[src/rtl/ftic_regs.vh]
`ifndef FTIC_REGS_VH
`define FTIC_REGS_VH

// register byte offsets
`define FTIC_CTRL_ADDR 5'h00
`define FTIC_ACTION_ADDR 5'h04
`define FTIC_FAULT_ADDR 5'h08
`define FTIC_STATE_ADDR 5'h0C
`define FTIC_LIVE_ADDR 5'h10

// control register fields
`define FTIC_CTRL_CP_EN 0
`define FTIC_CTRL_BRG_ON 1
`define FTIC_CTRL_BRG_OFF 2
`define FTIC_CTRL_REV_ON 3
`define FTIC_CTRL_REV_OFF 4
`define FTIC_CTRL_U_ON 5
`define FTIC_CTRL_U_OFF 6
`define FTIC_CTRL_V_ON 7
`define FTIC_CTRL_V_OFF 8
`define FTIC_CTRL_W_ON 9
`define FTIC_CTRL_W_OFF 10
`define FTIC_CTRL_REV_QUAL 11

// action register: bit 3*trigger + {0 bridge, 1 reverse, 2 phase latch}
// trigger order: 0 pos oc, 1 neg oc, 2 pos uv, 3 neg uv, 4 fault pin
`define FTIC_NUM_TRIG 5
`define FTIC_ACT_BRG 0
`define FTIC_ACT_REV 1
`define FTIC_ACT_PH 2
`define FTIC_ACTION_RESET 15'h0000

// driver state register fields
`define FTIC_ST_BRG 0
`define FTIC_ST_REV 1
`define FTIC_ST_U 2
`define FTIC_ST_V 3
`define FTIC_ST_W 4
`define FTIC_ST_CP 5

// axi responses
`define FTIC_RESP_OKAY 2'h0
`define FTIC_RESP_SLVERR 2'h2

`endif

[src/rtl/ftic_top.v]
`timescale 1ns/100ps
`include "ftic_regs.vh"
// What this block does
// - overcurrent with enable turns off bridge/reverse
// - faults with the phase enable switch all three phases off
// - pos overcurrent has three routing enables
// - neg overcurrent has three routing enables
// - pos undervoltage has three routing enables
// - neg undervoltage has three routing enables
// - low external fault pin is a fault
// - fault pin has three routing enables
// - any enabled firing trigger suffices
// - fault status clears by writing one
// - reverse turn-off armable from all five triggers
// - qualify bit adds current condition for reverse
// - all actions zero means faults ignored
// - latched driver enables readable as status
module ftic_top (
  input wire clk,
  input wire resetn,
  input wire [4:0] s_axi_awaddr,
  input wire s_axi_awvalid,
  output wire s_axi_awready,
  input wire [31:0] s_axi_wdata,
  input wire [3:0] s_axi_wstrb,
  input wire s_axi_wvalid,
  output wire s_axi_wready,
  output reg [1:0] s_axi_bresp,
  output reg s_axi_bvalid,
  input wire s_axi_bready,
  input wire [4:0] s_axi_araddr,
  input wire s_axi_arvalid,
  output wire s_axi_arready,
  output reg [31:0] s_axi_rdata,
  output reg [1:0] s_axi_rresp,
  output reg s_axi_rvalid,
  input wire s_axi_rready,
  input wire positive_overcurrent_trigger,
  input wire negative_overcurrent_trigger,
  input wire positive_undervoltage_trigger,
  input wire negative_undervoltage_trigger,
  input wire external_fault_pin_n,
  input wire reverse_current_present,
  output reg bridge_gate_output,
  output reg reverse_gate_output,
  output reg [2:0] phase_gate_output,
  output reg charge_pump_enable
);

  // synchronised pin inputs
  // fault pin inverted ahead of the flops so reset reads as no fault
  wire [5:0] pins_raw;
  wire [5:0] pins_sync;
  wire [`FTIC_NUM_TRIG-1:0] trig;
  wire rev_current;

  assign pins_raw = {reverse_current_present, ~external_fault_pin_n, negative_undervoltage_trigger,
                     positive_undervoltage_trigger, negative_overcurrent_trigger,
                     positive_overcurrent_trigger};

  ftic_sync #(
    .WIDTH(6)
  ) u_sync (
    .clk(clk),
    .resetn(resetn),
    .d(pins_raw),
    .q(pins_sync)
  );

  assign trig = pins_sync[4:0];
  assign rev_current = pins_sync[5];

  // configuration
  reg [14:0] action;
  reg reverse_current_qualify;
  reg [`FTIC_NUM_TRIG-1:0] fault_latched;

  // bit j of action group: one bit per trigger
  function [`FTIC_NUM_TRIG-1:0] action_group;
    input [14:0] act;
    input integer sel;
    integer t;
    begin
      action_group = {`FTIC_NUM_TRIG{1'b0}};
      for (t = 0; t < `FTIC_NUM_TRIG; t = t + 1) begin
        action_group[t] = act[3 * t + sel];
      end
    end
  endfunction

  wire [`FTIC_NUM_TRIG-1:0] brg_route;
  wire [`FTIC_NUM_TRIG-1:0] rev_route;
  wire [`FTIC_NUM_TRIG-1:0] ph_route;
  wire brg_fault_off;
  wire rev_fault_off;
  wire phase_hold;

  assign brg_route = action_group(action, `FTIC_ACT_BRG);
  assign rev_route = action_group(action, `FTIC_ACT_REV);
  assign ph_route = action_group(action, `FTIC_ACT_PH);
  assign brg_fault_off = |(brg_route & trig);
  // with the qualify bit set, reverse waits for the current condition
  assign rev_fault_off = (|(rev_route & trig)) & (~reverse_current_qualify | rev_current);
  assign phase_hold = |(ph_route & trig);

  // mapped words; the status words answer reads only
  function reg_mapped;
    input [4:0] addr;
    input rd;
    begin
      reg_mapped = addr == `FTIC_CTRL_ADDR || addr == `FTIC_ACTION_ADDR || addr == `FTIC_FAULT_ADDR ||
                   (rd && (addr == `FTIC_STATE_ADDR || addr == `FTIC_LIVE_ADDR));
    end
  endfunction

  // axi write channel
  reg aw_held;
  reg w_held;
  reg [4:0] aw_addr;
  reg [31:0] w_data;
  reg [3:0] w_strb;
  wire do_write;

  assign s_axi_awready = ~aw_held & ~s_axi_bvalid;
  assign s_axi_wready = ~w_held & ~s_axi_bvalid;
  assign do_write = aw_held & w_held & ~s_axi_bvalid;

  always @(posedge clk or negedge resetn) begin
    if (!resetn) begin
      aw_held <= 1'b0;
      w_held <= 1'b0;
      aw_addr <= 5'h00;
      w_data <= 32'h00000000;
      w_strb <= 4'h0;
      s_axi_bvalid <= 1'b0;
      s_axi_bresp <= `FTIC_RESP_OKAY;
    end else begin
      if (s_axi_awvalid && s_axi_awready) begin
        aw_held <= 1'b1;
        aw_addr <= s_axi_awaddr;
      end
      if (s_axi_wvalid && s_axi_wready) begin
        w_held <= 1'b1;
        w_data <= s_axi_wdata;
        w_strb <= s_axi_wstrb;
      end
      if (do_write) begin
        aw_held <= 1'b0;
        w_held <= 1'b0;
        s_axi_bvalid <= 1'b1;
        if (reg_mapped(aw_addr, 1'b0))
          s_axi_bresp <= `FTIC_RESP_OKAY;
        else
          s_axi_bresp <= `FTIC_RESP_SLVERR;
      end else if (s_axi_bvalid && s_axi_bready) begin
        s_axi_bvalid <= 1'b0;
      end
    end
  end

  // write decode, byte lane 0 and 1 honoured
  wire wr_ctrl;
  wire wr_action;
  wire wr_fault;
  wire [15:0] wd;

  assign wd = {w_strb[1] ? w_data[15:8] : 8'h00, w_strb[0] ? w_data[7:0] : 8'h00};
  assign wr_ctrl = do_write && aw_addr == `FTIC_CTRL_ADDR;
  assign wr_action = do_write && aw_addr == `FTIC_ACTION_ADDR;
  assign wr_fault = do_write && aw_addr == `FTIC_FAULT_ADDR;

  always @(posedge clk or negedge resetn) begin
    if (!resetn) begin
      action <= `FTIC_ACTION_RESET;
      reverse_current_qualify <= 1'b0;
      charge_pump_enable <= 1'b0;
    end else begin
      if (wr_action) begin
        if (w_strb[0])
          action[7:0] <= w_data[7:0];
        if (w_strb[1])
          action[14:8] <= w_data[14:8];
      end
      if (wr_ctrl && w_strb[0])
        charge_pump_enable <= w_data[`FTIC_CTRL_CP_EN];
      if (wr_ctrl && w_strb[1])
        reverse_current_qualify <= w_data[`FTIC_CTRL_REV_QUAL];
    end
  end

  wire [`FTIC_NUM_TRIG-1:0] fault_clear;

  assign fault_clear = wr_fault ? wd[`FTIC_NUM_TRIG-1:0] : {`FTIC_NUM_TRIG{1'b0}};

  // sticky fault flags, set beats write-one clear
  always @(posedge clk or negedge resetn) begin
    if (!resetn) begin
      fault_latched <= {`FTIC_NUM_TRIG{1'b0}};
    end else begin
      fault_latched <= (fault_latched & ~fault_clear) | trig;
    end
  end

  // driver latches: on needs on=1 and off=0 in one write
  wire brg_on_cmd;
  wire brg_off_cmd;
  wire rev_on_cmd;
  wire rev_off_cmd;
  wire [2:0] ph_on_cmd;
  wire [2:0] ph_off_cmd;
  wire [2:0] next_phase;

  // turn-on form: on bit set and off bit clear
  function cmd_on;
    input on_bit;
    input off_bit;
    begin
      cmd_on = on_bit & ~off_bit;
    end
  endfunction

  // off bit, or lane 0 written with the on bit clear
  function cmd_off;
    input lane0;
    input on_bit;
    input off_bit;
    begin
      cmd_off = off_bit | (lane0 & ~on_bit);
    end
  endfunction

  assign brg_on_cmd = wr_ctrl & cmd_on(wd[`FTIC_CTRL_BRG_ON], wd[`FTIC_CTRL_BRG_OFF]);
  assign brg_off_cmd = wr_ctrl & cmd_off(w_strb[0], wd[`FTIC_CTRL_BRG_ON], wd[`FTIC_CTRL_BRG_OFF]);
  assign rev_on_cmd = wr_ctrl & cmd_on(wd[`FTIC_CTRL_REV_ON], wd[`FTIC_CTRL_REV_OFF]);
  assign rev_off_cmd = wr_ctrl & cmd_off(w_strb[0], wd[`FTIC_CTRL_REV_ON], wd[`FTIC_CTRL_REV_OFF]);
  assign ph_on_cmd[0] = wr_ctrl & cmd_on(wd[`FTIC_CTRL_U_ON], wd[`FTIC_CTRL_U_OFF]);
  assign ph_on_cmd[1] = wr_ctrl & cmd_on(wd[`FTIC_CTRL_V_ON], wd[`FTIC_CTRL_V_OFF]);
  assign ph_on_cmd[2] = wr_ctrl & cmd_on(wd[`FTIC_CTRL_W_ON], wd[`FTIC_CTRL_W_OFF]);
  assign ph_off_cmd[0] = wr_ctrl & wd[`FTIC_CTRL_U_OFF];
  assign ph_off_cmd[1] = wr_ctrl & wd[`FTIC_CTRL_V_OFF];
  assign ph_off_cmd[2] = wr_ctrl & wd[`FTIC_CTRL_W_OFF];
  assign next_phase = (phase_gate_output & ~ph_off_cmd) | ph_on_cmd;

  always @(posedge clk or negedge resetn) begin
    if (!resetn) begin
      bridge_gate_output <= 1'b0;
      reverse_gate_output <= 1'b0;
      phase_gate_output <= 3'h0;
    end else begin
      // fault wins over a turn-on in the same cycle
      if (brg_fault_off || brg_off_cmd)
        bridge_gate_output <= 1'b0;
      else if (brg_on_cmd)
        bridge_gate_output <= 1'b1;
      if (rev_fault_off || rev_off_cmd)
        reverse_gate_output <= 1'b0;
      else if (rev_on_cmd)
        reverse_gate_output <= 1'b1;
      if (phase_hold)
        phase_gate_output <= 3'h0;
      else
        phase_gate_output <= next_phase;
    end
  end

  // axi read channel
  wire [31:0] ctrl_view;
  wire [31:0] state_view;
  wire [31:0] live_view;

  assign ctrl_view = {20'h00000, reverse_current_qualify, 10'h000, charge_pump_enable};
  assign state_view = {26'h0000000, charge_pump_enable, phase_gate_output,
                       reverse_gate_output, bridge_gate_output};
  assign live_view = {26'h0000000, rev_current, trig};
  assign s_axi_arready = ~s_axi_rvalid;

  always @(posedge clk or negedge resetn) begin
    if (!resetn) begin
      s_axi_rvalid <= 1'b0;
      s_axi_rdata <= 32'h00000000;
      s_axi_rresp <= `FTIC_RESP_OKAY;
    end else begin
      if (s_axi_arvalid && s_axi_arready) begin
        s_axi_rvalid <= 1'b1;
        s_axi_rresp <= reg_mapped(s_axi_araddr, 1'b1) ? `FTIC_RESP_OKAY : `FTIC_RESP_SLVERR;
        case (s_axi_araddr)
          `FTIC_CTRL_ADDR: s_axi_rdata <= ctrl_view;
          `FTIC_ACTION_ADDR: s_axi_rdata <= {17'h00000, action};
          `FTIC_FAULT_ADDR: s_axi_rdata <= {27'h0000000, fault_latched};
          `FTIC_STATE_ADDR: s_axi_rdata <= state_view;
          `FTIC_LIVE_ADDR: s_axi_rdata <= live_view;
          default: s_axi_rdata <= 32'h00000000;
        endcase
      end else if (s_axi_rvalid && s_axi_rready) begin
        s_axi_rvalid <= 1'b0;
      end
    end
  end
endmodule

[src/rtl/ftic_sync.v]
`timescale 1ns/100ps
module ftic_sync #(
  parameter WIDTH = 6
) (
  clk,
  resetn,
  d,
  q
);
  input clk;
  input resetn;
  input [WIDTH-1:0] d;
  output [WIDTH-1:0] q;
  wire clk;
  wire resetn;
  wire [WIDTH-1:0] d;
  reg [WIDTH-1:0] q;
  reg [WIDTH-1:0] stage1;

  always @(posedge clk or negedge resetn) begin
    if (!resetn) begin
      stage1 <= {WIDTH{1'b0}};
      q <= {WIDTH{1'b0}};
    end else begin
      stage1 <= d;
      q <= stage1;
    end
  end
endmodule

[config.mk]
export PLATFORM = sky130hd
export DESIGN_NAME = ftic_top
export DESIGN_NICKNAME = d
export VERILOG_FILES = /design/src/rtl/ftic_top.v /design/src/rtl/ftic_sync.v
export VERILOG_INCLUDE_DIRS = /design/src /design/src/rtl
export SDC_FILE = /design/constraint.sdc
export NUM_CORES = 1
export LEC_CHECK = 0
export BUFFER_PORTS_ARGS = -buffer_cell sky130_fd_sc_hd__buf_2
export CAP_MARGIN = 10
export CORE_MARGIN = 5
export CORE_UTILIZATION = 51
export DETAILED_ROUTE_END_ITERATION = 10
export PLACE_DENSITY = 0.79
export SLEW_MARGIN = 25
export SYNTH_ARGS = -nofsm -noshare
export SYNTH_HDL_FRONTEND = slang
export SYNTH_SLANG_ARGS = --single-unit
[constraint.sdc]
create_clock -name clk -period 2.12 [get_ports clk]
set_clock_uncertainty 0.1 [all_clocks]
set_input_delay 0 -clock clk [delete_from_list [all_inputs] [get_ports clk]]
set_output_delay 0 -clock clk [all_outputs]
set_load 0.02 [all_outputs]
==> summary.md <==
| Metric | Value |
|---|---|
| Status | `completed` |
| Max-Slew Margin vs Limit | `58.52%` |
| Die ar. | `0.008550 mm²` |
| Crit path required time | `~2300 ps` |
| Pwr dens | `1044 mW/mm²` |
| Diodes inserted | `0` |
| Initial antenna violation count | `0` |
| Fmax | `520.6 MHz` |
| Leak Pwr | `2.162 nW` |
| Chip height | `between 90 and 100 µm` |
| Slew @ Worst Pin | `slightly above 600 ps` |
| CTS Sinks | `82` |
| First-pass GRT wire length | `13060 µm` |
| Synth Cell Area | `between 0.003 and 0.004 mm²` |
| Final HPWL from detailed placement | `5311 µm` |
| Final setup viols | `0` |
| Pre-CTS WS | `245.9 ps` |
| WS Path Type | `reg -> reg` |
| Yosys top cell by area | `dfrtp_1` |
| Peak supply drop | `around 0.81 mV` |
| Root buffer cell | `clkbuf_8` |
| Seq/Total Area, Yosys | `59.16%` |
| Post-synth cell types | `36` |
| Setup repair after global routing missed its margin | `false` |
| Synth-to-layout area growth | `29.51%` |
| DRT antenna net count | `0` |
| Boundary Pins | `106` |
| Final wirelength | `7699 µm` |
| GRT overflow | `0` |
| Core area | `0.006719 mm²` |
| Most frequent cells in the layout | `dfrtp_1 (82), buf_2 (66), dlygate4sd3_1 (40)` |
| H-tree depth | `3` |
| Asr flop ratio synth | `100.0%` |
| DR DRC count | `0` |
| Layout cell share with drive strength beyond 1 | `about 36%` |
| Final hold violations | `0` |
| Number of port buffers | `67` |
| Period utilization | `90.61%` |
| Starting density of the core | `51.62%` |
| Fin util | `66.85%` |
| Yosys top cell area share | `59.16%` |
| Arr. time, crit path | `around 2100 ps` |
| Clk Latency, worst-skew pair | `360 ps` |
| Synth area leaders | `dfrtp_1 (59%), mux2_2 (12%), buf_4 (4.1%)` |
| Average size of a mapped cell | `13.39 µm²` |
| CTS tree | `built` |
| Setup_tns | `0 ps` |
| Vias in the first global route | `2643` |
| Post-synthesis register bit count | `82` |
| Slowest Stage Delay on Critical Path | `roughly 580 ps` |
| Worst min path class | `in -> async` |
| Mapped Cells | `roughly 260` |
| Setup crit end kind | `flip-flop` |
| DR vias/cell | `5.367` |
| CTS Buf Count | `9` |
| Final instance area | `0.004492 mm²` |
| Worst-path fanout max | `11` |
| Slowest stage cell on the critical path | `dlygate4sd3_1` |
| Clock slew at reported path FFs | `90 ps` |
| Final WS setup | `199.0 ps` |
| DR pass1 iterations | `5` |
| Die width | `about 90 µm` |
| Commonest non-fill, non-tap cell in the layout | `dfrtp_1` |
| Crit path time final | `1921 ps` |
| Final Wtd Congestion | `0.8838` |
| Cell area after placement | `about 0.0039 mm²` |
| Number of flops mapped to enable cells by yosys | `0` |
| Crit start category | `flip-flop` |
| Cell row count | `30` |
| Min Hold Slack | `107.9 ps` |
| DR vias | `2469` |
| Crit path cell chain | `nand2b_2 > buf_4 > o41ai_1 > dlygate4sd3_1` |
| Maxcap violations | `0` |
| WL/cell | `~17 µm` |
| CTS Buffer Depth | `2` |
| Largest net degree at the start of global routing | `50` |
| Setup bufs post-CTS | `0` |
| Main synth FF type | `dfrtp_1` |
| Nets | `434` |
| Global-route total usage across every layer | `19.67%` |
| Initial DRC Count | `156` |
| Pins Over Slew Limit | `0` |
| Warnings from Yosys | `0` |
==> registers in the layout, indices dropped and copies added, names as in the netlist, 3 cells and up <==
name,cells
aw_addr,5
action,15
fault_latched,5
phase_gate_output,3
u_sync.stage1,6
s_axi_rdata,15
u_sync.q,6
w_data,15
==> synthesized netlist by cell type, types with 3 or more instances <==
library cell  number
nand2b_1           4
a222oi_1           3
mux2i_1           10
buf_4             19
mux2_2            38
nor2b_1            7
nor2_1             4
a21oi_1            6
or3_1              3
buf_2              3
clkbuf_1           4
o22ai_1            5
o21ai_0            5
a22oi_1            7
dfrtp_1           82
nand2_1           13
a22o_1            14
inv_1              5
a21o_1             6
==> per-layer routing <==
layer / track usage, % / wire length [µm] / share of wire, % / vias up
met5: 0 / 0 / 0 / -
met4: 7.178 / 72 / 0.94 / 0
met3: 5.605 / 500 / 6.5 / 6
met2: 33.35 / 3981 / 52 / 97
met1: 23.85 / 3144 / 41 / 1229
li1: - / - / - / 1137
==> worst paths after layout <==
kind,slack [ps],cells past startpoint,end,from
setup / recovery,200,4,s_axi_rdata[11],s_axi_rvalid
hold / removal,110,2,s_axi_rvalid,resetn
setup reg to reg,200,4,s_axi_rdata[11],s_axi_rvalid
hold reg to reg,250,0,u_sync.q[4],u_sync.stage1[4]
max in group asynchronous,1210,3,action[10],resetn
min in group clk,120,4,s_axi_rdata[14],s_axi_araddr[1]
==> power breakdown <==
group,switching (mW),total (mW),internal [mW]
clock,0.613,1.30,0.688
sequential,0.354,2.28,1.92
combinational,0.539,1.11,0.573
==> critical path, delay by kind of cell, from the launching register on <==
family	cells	cell delay, ps
AO/OA/AOI/OAI	1	280
AND/OR/NAND/NOR	1	290
buffers and inverters	2	800
flip-flops	1	390
==> kinds of logic (layout without fill, tap and decap cells) <==
logic type	count (synthesis)	after routing	synth area share, %
flops	82	82	59.16
compound gates	53	53	11.40
mux	48	48	15.22
simple gates	44	44	8.585
buf+inv	31	134	5.519
other cells	1	19	0.1081
==> through the flow <==
stage	power [mW]	instances
floorplan	3.001	277
global placement	3.290	404
detailed placement	3.348	404
CTS	4.721	459
global route	4.975	460
finish	4.691	460
==> area by class of cell <==
cell class | count | area [µm²]
clock inverter | 7 | 106.4
inverter | 5 | 18.77
multi-input combinational | 164 | 1295
timing repair buffer | 113 | 795.8
tap | 80 | 100.1
fill | 518 | 2227
sequential | 82 | 2052
clock buffer | 9 | 123.9
==> what timing repair did <==
action,CTS,global route
hold buffers,39,1
resized for setup,0,1
endpoints found under the hold margin,82,2
setup endpoints to repair,0,1
(Power assumes the default switching activity.)
